<file path="src/common/tape_xstat_pkg.sv">
// shared constants, commands and carrier types of the tape extended status block
package tape_xstat_pkg;

   // ==========================================================
   // word layout
   localparam int WORD_W     = 16;
   localparam int NUM_WORDS  = 4;
   localparam int IDX_W      = 3;
   localparam logic [IDX_W-1:0] FIRST_MSG_INDEX = 3'h3;   // fourth message word, counted from zero

   // word 0
   localparam int W0_FILE_MARK   = 15;
   localparam int W0_SHORT_REC   = 14;
   localparam int W0_LOGICAL_END = 13;
   localparam int W0_LONG_REC    = 12;
   localparam int W0_WP_ERROR    = 11;
   localparam int W0_NOT_EXEC    = 10;
   localparam int W0_BAD_CMD     = 9;
   localparam int W0_BAD_ADDR    = 8;
   localparam int W0_MOVED       = 7;
   localparam int W0_READY       = 6;
   localparam int W0_IRQ_ECHO    = 5;
   localparam int W0_MEDIA_CHG   = 4;
   localparam int W0_PE_CAPABLE  = 3;
   localparam int W0_WP          = 2;
   localparam int W0_LOAD_POINT  = 1;
   localparam int W0_TAPE_END    = 0;
   // word 1
   localparam int W1_DATA_LATE   = 15;
   localparam int W1_HARD_ERR    = 1;
   // word 2
   localparam int W2_MOVING      = 15;
   // word 3
   localparam int W3_NO_TRANS    = 6;
   localparam int W3_BACKWARD    = 5;
   localparam int W3_DENSITY_MISS = 3;
   localparam int W3_BACKED_LP   = 0;

   localparam logic [WORD_W-1:0] ZERO_WORD = 16'h0000;

   // ==========================================================
   // termination classes
   localparam logic [2:0] TC_NONE   = 3'h0;
   localparam logic [2:0] TC_ATTN   = 3'h1;
   localparam logic [2:0] TC_ALERT  = 3'h2;
   localparam logic [2:0] TC_REJECT = 3'h3;
   localparam logic [2:0] TC_RECOV  = 3'h4;
   localparam logic [2:0] TC_FATAL  = 3'h6;

   // ==========================================================
   // tape lengths without data transitions, in foot ticks
   localparam int READ_NO_TRANS_FEET  = 25;
   localparam int WRITE_NO_TRANS_FEET = 4;
   localparam int FOOT_W              = 5;
   localparam logic [FOOT_W-1:0] READ_FEET_LIMIT  = FOOT_W'(READ_NO_TRANS_FEET);
   localparam logic [FOOT_W-1:0] WRITE_FEET_LIMIT = FOOT_W'(WRITE_NO_TRANS_FEET);

   // ==========================================================
   // commands and carriers
   typedef enum logic [3:0] {
      CMD_GET_STATUS       = 4'h0,
      CMD_DRIVE_INIT       = 4'h1,
      CMD_READ             = 4'h2,
      CMD_WRITE            = 4'h3,
      CMD_WRITE_MARK       = 4'h4,
      CMD_WRITE_MARK_RETRY = 4'h5,
      CMD_SPACE            = 4'h6,
      CMD_SKIP_MARKS       = 4'h7,
      CMD_REWIND           = 4'h8,
      CMD_SET_CHAR         = 4'h9,
      CMD_WRITE_RETRY      = 4'hA,
      CMD_READ_RETRY       = 4'hB
   } cmd_code_t;

   typedef struct packed {
      logic      issue;
      cmd_code_t code;
      logic      reverse;
      logic      clear_media_change;
      logic      irq_enable;
      logic      attn_enable;
      logic      lte_enable;
      logic      addr_too_wide;
      logic      pointer_overflow;
      logic      odd_address;
      logic      bad_code;
   } cmd_t;

   typedef struct packed {
      logic done;
      logic tape_mark;
      logic record_short;
      logic record_long;
      logic stopped_early;
      logic double_mark;
      logic first_mark_off_lp;
      logic read_buffer_full;
      logic write_buffer_empty;
      logic data_error;
   } events_t;

   typedef struct packed {
      logic online;
      logic write_locked;
      logic load_point;
      logic tape_end;
      logic moving;
      logic id_burst;
      logic data_transition;
      logic foot_tick;
   } transport_t;

   typedef struct packed {
      logic              valid;
      logic [IDX_W-1:0]  index;
      logic [WORD_W-1:0] data;
      logic [2:0]        term_class;
   } msg_t;

   typedef enum logic [2:0] {
      WR_IDLE = 3'h0,
      WR_W0   = 3'h1,
      WR_W1   = 3'h3,
      WR_W2   = 3'h2,
      WR_W3   = 3'h6
   } wr_state_t;

endpackage : tape_xstat_pkg

</file>
<file path="src/tape_xstat.sv">
// tape extended status words and their delivery into the host message buffer
`timescale 1ns/1ps
// Summary of operation
// RULE_01 - four status words go out as message words four to seven on completion or attention
// RULE_02 - file mark flag with class 2 on mark seen or write-mark command issued
// RULE_03 - short record or early stop gives class 2; long record flag likewise
// RULE_04 - logical end only when enabled during skip marks, on double or first mark
// RULE_05 - write on locked drive gives class 3; lock during write gives class 6
// RULE_06 - not executable, class 3: reverse at load point, media change, offline, locked write
// RULE_07 - unsupported command or mode code sets bad command flag, class 2
// RULE_08 - wide address, pointer overflow or odd address sets bad address flag, class 3
// RULE_09 - tape moved during operation sets moved flag, class 3
// RULE_10 - drive ready shown; change gives attention class 1 (code: class 3, as the change also sets media change); motion while not ready class 3
// RULE_11 - interrupt enable echo follows latest issued command
// RULE_12 - media change set on online change or init, class 3; cleared by command bit
// RULE_13 - phase encoding capable always one; write protected follows the mounted tape
// RULE_14 - load point and tape end shown; reverse or rewind from load point class 3
// RULE_15 - initialization clears the tape end flag
// RULE_16 - data late, class 4, on read buffer full or write buffer empty
// RULE_17 - hard data error during read or write gives class 4
// RULE_18 - every unused bit of words one to three reads zero
// RULE_19 - tape moving flag shows motion in progress
// RULE_20 - no transitions over 25 feet reading or 4 feet writing, class 6
// RULE_21 - backward flag set for reverse motion, cleared for rewind or forward motion
// RULE_22 - missing id burst off load point flagged; reverse into load point class 2 and stop
module tape_xstat (
   input  wire logic                        CLK,
   input  wire logic                        RESET_N,
   input  wire logic                        INIT,
   input  wire tape_xstat_pkg::transport_t  TRANSPORT,
   input  wire tape_xstat_pkg::cmd_t        CMD,
   input  wire tape_xstat_pkg::events_t     EVENTS,
   input  wire logic                        MSG_READY,
   output tape_xstat_pkg::msg_t             MSG,
   output logic                             STOP_MOTION,
   output logic                             MSG_BUSY
);
   import tape_xstat_pkg::*;

   // ==========================================================
   // state
   typedef struct packed {
      transport_t       s1;
      transport_t       s2;
      transport_t       s3;
      transport_t       filt;
      transport_t       prev;
      logic             file_mark;
      logic             short_rec;
      logic             logical_end;
      logic             long_rec;
      logic             wp_error;
      logic             not_exec;
      logic             bad_cmd;
      logic             bad_addr;
      logic             moved;
      logic             irq_echo;
      logic             media_chg;
      logic             tape_end;
      logic             data_late;
      logic             hard_err;
      logic             no_trans;
      logic             backward;
      logic             density_miss;
      logic             backed_lp;
      logic             id_seen;
      logic             op_active;
      cmd_code_t        op_code;
      logic             lte_armed;
      logic             attn_enable;
      logic [FOOT_W-1:0] feet;
      logic [2:0]       op_class;
      logic             pending;
      logic [2:0]       pend_class;
      wr_state_t        wr;
      logic [NUM_WORDS-1:0][WORD_W-1:0] snap;
      msg_t             msg;
      logic             stop;
   } xstate_t;

   xstate_t st;
   xstate_t next_st;

   // ==========================================================
   // helpers
   function automatic logic is_motion(input cmd_code_t c);
      return !(c == CMD_GET_STATUS || c == CMD_DRIVE_INIT || c == CMD_SET_CHAR);
   endfunction : is_motion

   function automatic logic is_write(input cmd_code_t c);
      return c == CMD_WRITE || c == CMD_WRITE_RETRY || c == CMD_WRITE_MARK || c == CMD_WRITE_MARK_RETRY;
   endfunction : is_write

   function automatic logic is_read_type(input cmd_code_t c);
      return c == CMD_READ || c == CMD_READ_RETRY || c == CMD_SPACE || c == CMD_SKIP_MARKS;
   endfunction : is_read_type

   function automatic logic [2:0] tc_max(input logic [2:0] a, input logic [2:0] b);
      return (a > b) ? a : b;
   endfunction : tc_max

   function automatic logic [IDX_W-1:0] word_index(input wr_state_t w);
      unique case (w)
         WR_W1:   return FIRST_MSG_INDEX + 3'h1;
         WR_W2:   return FIRST_MSG_INDEX + 3'h2;
         WR_W3:   return FIRST_MSG_INDEX + 3'h3;
         default: return FIRST_MSG_INDEX;
      endcase
   endfunction : word_index

   // ==========================================================
   // word assembly
   logic [NUM_WORDS-1:0][WORD_W-1:0] words;

   always_comb begin
      words = '{default: ZERO_WORD};   // see RULE_18
      words[0][W0_FILE_MARK]   = st.file_mark;
      words[0][W0_SHORT_REC]   = st.short_rec;
      words[0][W0_LOGICAL_END] = st.logical_end;
      words[0][W0_LONG_REC]    = st.long_rec;
      words[0][W0_WP_ERROR]    = st.wp_error;
      words[0][W0_NOT_EXEC]    = st.not_exec;
      words[0][W0_BAD_CMD]     = st.bad_cmd;
      words[0][W0_BAD_ADDR]    = st.bad_addr;
      words[0][W0_MOVED]       = st.moved;
      words[0][W0_READY]       = st.filt.online;         // see RULE_10
      words[0][W0_IRQ_ECHO]    = st.irq_echo;
      words[0][W0_MEDIA_CHG]   = st.media_chg;
      words[0][W0_PE_CAPABLE]  = 1'b1;                   // see RULE_13
      words[0][W0_WP]          = st.filt.write_locked;   // see RULE_13
      words[0][W0_LOAD_POINT]  = st.filt.load_point;     // see RULE_14
      words[0][W0_TAPE_END]    = st.tape_end;            // see RULE_14
      words[1][W1_DATA_LATE]   = st.data_late;
      words[1][W1_HARD_ERR]    = st.hard_err;
      words[2][W2_MOVING]      = st.filt.moving;         // see RULE_19
      words[3][W3_NO_TRANS]    = st.no_trans;
      words[3][W3_BACKWARD]    = st.backward;
      words[3][W3_DENSITY_MISS] = st.density_miss;
      words[3][W3_BACKED_LP]   = st.backed_lp;
   end

   // ==========================================================
   // next state
   logic [$bits(transport_t)-1:0] agree;
   logic             rise_lp;
   logic             fall_lp;
   logic             lock_rise;
   logic             foot_edge;
   logic             ready_change;
   logic             attention;
   logic             finish;
   logic [2:0]       cls;
   logic [FOOT_W-1:0] feet_limit;

   always_comb begin
      next_st = st;
      cls     = st.op_class;

      // pin inputs: a bit moves only when stages two and three agree
      next_st.s1 = TRANSPORT;
      next_st.s2 = st.s1;
      next_st.s3 = st.s2;
      agree      = ~(st.s2 ^ st.s3);
      next_st.filt = transport_t'((agree & st.s3) | (~agree & st.filt));
      next_st.prev = st.filt;

      rise_lp      = st.filt.load_point & ~st.prev.load_point;
      fall_lp      = ~st.filt.load_point & st.prev.load_point;
      lock_rise    = st.filt.write_locked & ~st.prev.write_locked;
      foot_edge    = st.filt.foot_tick & ~st.prev.foot_tick;
      ready_change = st.filt.online ^ st.prev.online;
      feet_limit   = is_write(st.op_code) ? WRITE_FEET_LIMIT : READ_FEET_LIMIT;
      next_st.stop = 1'b0;

      // media change: set wins over the command's clear
      if (CMD.issue && CMD.clear_media_change) begin
         next_st.media_chg = 1'b0;                               // see RULE_12
      end
      if (ready_change) begin
         next_st.media_chg = 1'b1;                               // see RULE_12
      end

      // tape end follows the drive, but only a fresh arrival sets it
      if (st.filt.tape_end && !st.prev.tape_end) begin
         next_st.tape_end = 1'b1;                                // see RULE_14
      end else if (!st.filt.tape_end) begin
         next_st.tape_end = 1'b0;
      end

      // id burst tracking for the density check
      if (st.filt.load_point) begin
         next_st.id_seen = 1'b0;
      end
      if (st.filt.id_burst) begin
         next_st.id_seen = 1'b1;
      end
      if (fall_lp && !st.backward && !st.id_seen && !st.filt.id_burst) begin
         next_st.density_miss = 1'b1;                            // see RULE_22
      end

      // ---- command issue ----
      if (CMD.issue) begin
         next_st.op_active   = is_motion(CMD.code);
         next_st.op_code     = CMD.code;
         next_st.lte_armed   = CMD.lte_enable && CMD.code == CMD_SKIP_MARKS;
         next_st.attn_enable = CMD.attn_enable;
         next_st.irq_echo    = CMD.irq_enable;                   // see RULE_11
         next_st.feet        = '0;
         next_st.short_rec   = 1'b0;
         next_st.logical_end = 1'b0;
         next_st.long_rec    = 1'b0;
         next_st.moved       = 1'b0;
         next_st.data_late   = 1'b0;
         next_st.hard_err    = 1'b0;
         next_st.no_trans    = 1'b0;
         next_st.backed_lp   = 1'b0;
         next_st.file_mark   = CMD.code == CMD_WRITE_MARK || CMD.code == CMD_WRITE_MARK_RETRY;   // see RULE_02
         cls = next_st.file_mark ? TC_ALERT : TC_NONE;
         next_st.wp_error = is_write(CMD.code) && st.filt.write_locked;                          // see RULE_05
         next_st.not_exec = (CMD.reverse && st.filt.load_point)                                  // see RULE_06
                          || (is_motion(CMD.code) && st.media_chg)
                          || (!st.filt.online && CMD.code != CMD_GET_STATUS && CMD.code != CMD_DRIVE_INIT)
                          || next_st.wp_error;
         next_st.bad_cmd  = CMD.bad_code;                                                        // see RULE_07
         next_st.bad_addr = CMD.addr_too_wide || CMD.pointer_overflow || CMD.odd_address;        // see RULE_08
         if (next_st.bad_cmd) begin
            cls = tc_max(cls, TC_ALERT);
         end
         if (next_st.not_exec || next_st.bad_addr || (is_motion(CMD.code) && st.media_chg)) begin
            cls = tc_max(cls, TC_REJECT);                                                        // see RULE_12
         end
         if (is_motion(CMD.code) && !st.filt.online) begin
            cls = tc_max(cls, TC_REJECT);                                                        // see RULE_10
         end
         if (st.filt.load_point && (CMD.reverse || CMD.code == CMD_REWIND)) begin
            cls = tc_max(cls, TC_REJECT);                                                        // see RULE_14
         end
         if (is_motion(CMD.code)) begin
            next_st.backward = CMD.reverse && CMD.code != CMD_REWIND;                            // see RULE_21
         end
         if (is_motion(CMD.code) && !CMD.reverse && st.filt.load_point) begin
            next_st.density_miss = 1'b0;
         end
         if (next_st.not_exec || next_st.bad_cmd || next_st.bad_addr) begin
            next_st.op_active = 1'b0;
         end
      end

      // ---- events of the running operation ----
      if (st.op_active) begin
         if (st.filt.moving) begin
            next_st.moved = 1'b1;                                // see RULE_09
            cls = tc_max(cls, TC_REJECT);
         end
         if (EVENTS.tape_mark && is_read_type(st.op_code)) begin
            next_st.file_mark = 1'b1;                            // see RULE_02
            cls = tc_max(cls, TC_ALERT);
         end
         if (EVENTS.record_short || EVENTS.stopped_early) begin
            next_st.short_rec = 1'b1;                            // see RULE_03
            cls = tc_max(cls, TC_ALERT);
         end
         if (EVENTS.record_long) begin
            next_st.long_rec = 1'b1;                             // see RULE_03
            cls = tc_max(cls, TC_ALERT);
         end
         if (st.lte_armed && (EVENTS.double_mark || EVENTS.first_mark_off_lp)) begin
            next_st.logical_end = 1'b1;                          // see RULE_04
            cls = tc_max(cls, TC_ALERT);
         end
         if (lock_rise && is_write(st.op_code)) begin
            next_st.wp_error = 1'b1;                             // see RULE_05
            cls = tc_max(cls, TC_FATAL);
         end
         if (EVENTS.read_buffer_full || EVENTS.write_buffer_empty) begin
            next_st.data_late = 1'b1;                            // see RULE_16
            cls = tc_max(cls, TC_RECOV);
         end
         if (EVENTS.data_error && (is_write(st.op_code) || is_read_type(st.op_code))) begin
            next_st.hard_err = 1'b1;                             // see RULE_17
            cls = tc_max(cls, TC_RECOV);
         end
         // distance without any flux change, counted in foot ticks
         if (st.filt.data_transition) begin
            next_st.feet = '0;
         end else if (foot_edge && st.feet != feet_limit) begin
            next_st.feet = st.feet + FOOT_W'(1);
         end
         if (st.feet == feet_limit && !st.no_trans) begin
            next_st.no_trans = 1'b1;                             // see RULE_20
            cls = tc_max(cls, TC_FATAL);
         end
         if (rise_lp && st.backward && st.op_code != CMD_REWIND) begin
            next_st.backed_lp = 1'b1;                            // see RULE_22
            next_st.stop      = 1'b1;
            cls = tc_max(cls, TC_ALERT);
         end
      end

      // ---- completion and attention ----
      attention = ready_change && st.attn_enable;                // see RULE_10
      finish    = EVENTS.done || (CMD.issue && !next_st.op_active);
      if (attention) begin
         cls = tc_max(cls, TC_ATTN);
      end
      // a standing media change keeps every report at class 3 or higher until cleared
      if (next_st.media_chg) begin
         cls = tc_max(cls, TC_REJECT);                           // see RULE_12
      end
      next_st.op_class = cls;
      if (finish) begin
         next_st.op_active = 1'b0;
      end

      // initialization aborts the operation
      if (INIT) begin
         next_st.op_active = 1'b0;
         next_st.media_chg = 1'b1;                               // see RULE_12
         next_st.tape_end  = 1'b0;                               // see RULE_15
         next_st.op_class  = TC_NONE;
      end

      // ---- message writer; a trigger while busy is held in one pending flag, cleared by initialization ----
      if ((finish || attention) && !INIT) begin
         next_st.pending    = 1'b1;
         next_st.pend_class = cls;
      end
      unique case (st.wr)
         WR_IDLE: begin
            if (st.pending && !INIT) begin
               next_st.snap       = words;                       // see RULE_01
               next_st.msg.valid  = 1'b1;
               next_st.msg.index  = word_index(WR_W0);
               next_st.msg.data   = words[0];
               next_st.msg.term_class = st.pend_class;
               next_st.wr         = WR_W0;
               next_st.op_class   = TC_NONE;
               if (!(finish || attention)) begin
                  next_st.pending = 1'b0;
               end
            end
         end
         WR_W0, WR_W1, WR_W2: begin
            if (MSG_READY) begin
               next_st.wr        = (st.wr == WR_W0) ? WR_W1 : (st.wr == WR_W1) ? WR_W2 : WR_W3;
               next_st.msg.index = word_index(next_st.wr);
               next_st.msg.data  = st.snap[(st.wr == WR_W0) ? 1 : (st.wr == WR_W1) ? 2 : 3];
            end
         end
         WR_W3: begin
            if (MSG_READY) begin
               next_st.wr        = WR_IDLE;
               next_st.msg.valid = 1'b0;
            end
         end
         default: begin
            next_st.wr        = WR_IDLE;
            next_st.msg.valid = 1'b0;
         end
      endcase
      if (INIT) begin
         next_st.wr        = WR_IDLE;
         next_st.msg.valid = 1'b0;
         next_st.pending   = 1'b0;
      end
   end

   // ==========================================================
   // register
   always_ff @(posedge CLK) begin
      if (!RESET_N) begin
         st           <= '0;
         st.media_chg <= 1'b1;
         st.wr        <= WR_IDLE;
         st.op_code   <= CMD_GET_STATUS;
      end else begin
         st <= next_st;
      end
   end

   assign MSG         = st.msg;
   assign STOP_MOTION = st.stop;
   assign MSG_BUSY    = st.wr != WR_IDLE;

endmodule : tape_xstat

</file>
<file path="config.mk">
export PLATFORM = sky130hd
export DESIGN_NAME = tape_xstat
export DESIGN_NICKNAME = d
export VERILOG_FILES = /design/src/common/tape_xstat_pkg.sv /design/src/tape_xstat.sv
export SDC_FILE = /design/constraint.sdc
export NUM_CORES = 1
export LEC_CHECK = 0
export ABC_CLOCK_PERIOD_IN_PS = 4100
export BUFFER_PORTS_ARGS = -buffer_cell sky130_fd_sc_hd__buf_2
export CAP_MARGIN = 5
export CORE_MARGIN = 2
export CORE_UTILIZATION = 60
export DETAILED_ROUTE_END_ITERATION = 8
export PLACE_DENSITY = 0.81
export SETUP_SLACK_MARGIN = 0.1
export SYNTH_ARGS = -nofsm -noshare
export SYNTH_HDL_FRONTEND = slang
export SYNTH_SLANG_ARGS = --single-unit
</file>
<file path="constraint.sdc">
create_clock -name CLK -period 4.1 [get_ports CLK]
set_input_delay 0.41 -clock CLK [delete_from_list [all_inputs] [get_ports CLK]]
set_output_delay 0.41 -clock CLK [all_outputs]
set_load 0.005 [all_outputs]
</file>
==> flow_metrics.py <==
metrics = {
    "drt": {
        "via_per_inst": 5.90,
        "drc_errors": 0,
        "via_count": 4388,
        "wire_per_inst_um": 15.9,
        "wl_um": 11800,
        "ant_nets": 0,
        "dr.pass1.iters": 5,
        "drt-initial-drc-count": 288,
    },
    "cts": {
        "tritoncts": "yes",
        "cts_max_path_buffers": 2,
        "clkSlewWorstSetupHoldPaths_ns": 0.06,
        "clock-root-buffer": "clkbuf_8",
        "cts_resized": 0,
        "cts_sinks": 125,
        "post_cts_buffers": 0,
        "hold_buffers": 0,
        "cts_buffers": 17,
        "clock_latency_ns": 0.52,
        "cts_htree_levels": 4,
    },
    "timing": {
        "worst_slew_pin_slew_ns": 1.21,
        "slew_headroom_pct": 19.1,
        "fmax_mhz": 392,
        "slew_violations": 0,
        "tns_ns": 0,
        "rsz0062_at_grt": "no",
        "final_hold_viol_count": 0,
        "min_period_over_period_pct": 62.2,
        "setup_viol": 0,
        "finalCriticalPeriod_ns": 2.55,
        "clock_skew_ns": 0.0117,
        "hold_ws_ns": 0.0876,
    },
    "critical_path": {
        "cp.required_ns": 4.47,
        "crit_fanout": 14,
        "r2r-start": "st[88]",
        "endpoint_kind": "register",
        "ff2ff_setup_slack_ns": 1.55,
        "crit_type": "register to register",
        "cp_data_arrival_time_ns": 2.92,
        "r2r_end": "MSG[9]",
        "r2r_cells": 9,
        "startpoint_type": "register",
    },
    "global_routing": {
        "gr-total-overflow": 0,
        "grt_pass1_vias": 4199,
        "grt_pass1_wl_um": 19700,
        "grt_max_degree": 44,
        "track_usage_pct": 25.8,
        "antenna_found_initial": 0,
    },
    "synthesis": {
        "ys_ff_latch": 125,
        "syn_area_per_cell_um2": 8.60,
        "yosys_warnings": 0,
        "synthFlopType": "dfxtp_1",
        "synth_nets": 643,
        "syn_inst": 604,
        "ys_types": 63,
        "yosysTopAreaCell": "dfxtp_1",
        "synth_edf_count": 0,
        "yosysMostFrequentCell": "dfxtp_1",
        "synth-seq-area-share_pct": 48.2,
        "syn_area_mm2": 0.00519,
        "synth_top_area_share_pct": 48.2,
        "synth_common_cells": "dfxtp_1, nand2_1, nor2_1",
        "ys_async_sr_fraction_pct": 0,
        "ys_top_cells_by_area": "dfxtp_1, nand2_1, a21oi_1, nor2_1, and2_1",
    },
    "job": {
        "max-cap-violations": 0,
    },
    "floorplan": {
        "initial_core_util_pct": 62.6,
        "die_y_um": 97.0,
        "rows": 33,
        "coreArea_mm2": 0.00830,
        "die_area_mm2": 0.00942,
        "die_w_um": 97.0,
        "pin_count": 61,
    },
    "layout": {
        "areaGrowthSynthToFinish_pct": 15.3,
        "fin_util_pct": 72.1,
        "final_nets": 666,
        "layout-drive-gt1-share_pct": 17.1,
        "fin_area_mm2": 0.00599,
        "diodes": 0,
        "nFillCells": 640,
        "seq_area_mm2": 0.00250,
        "multi_input_area_mm2": 0.00235,
    },
    "min_path": {
        "holdPathStages": 2,
        "hold_path_end": "next_st[153]",
        "min_from": "TRANSPORT[0]",
        "hold_path_class": "primary input to register",
    },
    "run_status": {
        "outcome": "complete, no violations",
    },
    "placement": {
        "placed_area_mm2": 0.00535,
        "hpwl_um": 7740,
        "io_buffers": 60,
        "place_congestion": 0.895,
    },
    "pwr": {
        "vdd_ir_drop_max_uv": 329,
        "p_total_uw": 3040,
        "p_leak_uw": 0.00230,
        "cellPowerDensity_mw_per_mm2": 508,
    },
}
[placed cells by master, fill, tap and decap left out, types with 3 or more instances in the layout]
cell,n
nand2b_1,5
a311oi_1,5
mux2i_1,9
bufinv_16,5
a21o_1,3
dfxtp_1,125
a21oi_1,54
clkinv_4,3
and2_1,28
a211oi_1,20
clkbuf_16,16
a32oi_1,3
nor2b_1,4
a22oi_1,18
a22o_1,3
nor2_1,59
or2_2,5
nor3_1,11
nand3_1,5
buf_4,3
or3_1,3
a211o_1,3
inv_1,10
ha_1,3
buf_2,60
o21ai_0,25
a31oi_1,3
xnor2_1,3
nor3b_1,6
nand2_1,86
[sequential cells by signal, indices dropped and copies added (netlist names), named ones only]
register	count
STOP_MOTION	1
next_st	16
MSG	23
st	76
[worst max path at each step]
stage / from / endpoint / slack [ns] / cells after the start
6_report: st[88] / MSG[9] / 1.55 / 9
5_1_grt: st[88] / MSG[9] / 1.34 / 9
4_1_cts: st[88] / MSG[3] / 1.57 / 9
3_5_place_dp: st[88] / MSG[3] / 1.56 / 9
3_3_place_gp: CMD[12] / st[91] / 1.67 / 8
2_1_floorplan: CMD[12] / st[92] / 1.92 / 7
[cell families (layout without fill, tap and decap cells)]
logic type | after synthesis | after routing | share of synthesized area, %
simple gates | 234 | 234 | 21.9
compound gates | 156 | 156 | 19.4
buf+inv | 70 | 105 | 6.75
fa+ha+maj | 3 | 3 | 0.723
mux | 11 | 11 | 2.17
xor+xnor | 5 | 5 | 0.843
flops | 125 | 125 | 48.2
[layout make-up]
cell class / count / share of cell area, %
sequential: 125 / 41.8
multi-input combinational: 409 / 39.2
clock buffer: 18 / 7.15
timing repair buffer: 63 / 5.39
clock inverter: 13 / 3.57
tap: 105 / 2.19
inverter: 11 / 0.690
[critical path: stages, from the launching register on]
cell and delay [ns]:
dfxtp_1 0.46, and2b_1 0.21, inv_1 0.07, nor2_1 0.33
inv_1 0.09, ha_1 0.25, and2_0 0.42, a22o_1 0.35
a22oi_1 0.13, a211oi_1 0.10
[power breakdown]
part           internal, uW  switching [uW]
Sequential             1250            22.1
Combinational          61.7            90.8
Clock                  1070             551
Total                  2380             664
[layer usage]
layer,share of wire (%),track usage [%],vias up
li1,-,-,2141
met3,4.7,6.36,29
met5,0,0,-
met1,44,31.2,2082
met2,49,43.4,136
met4,2.7,11.8,0
[stage by stage]
step,std cells,setup WS (ns)
floorplan,604,1.92
global placement,713,1.67
detailed placement,713,1.56
CTS,744,1.57
global route,744,1.34
finish,744,1.55
Power figures use the tool's default switching activity.
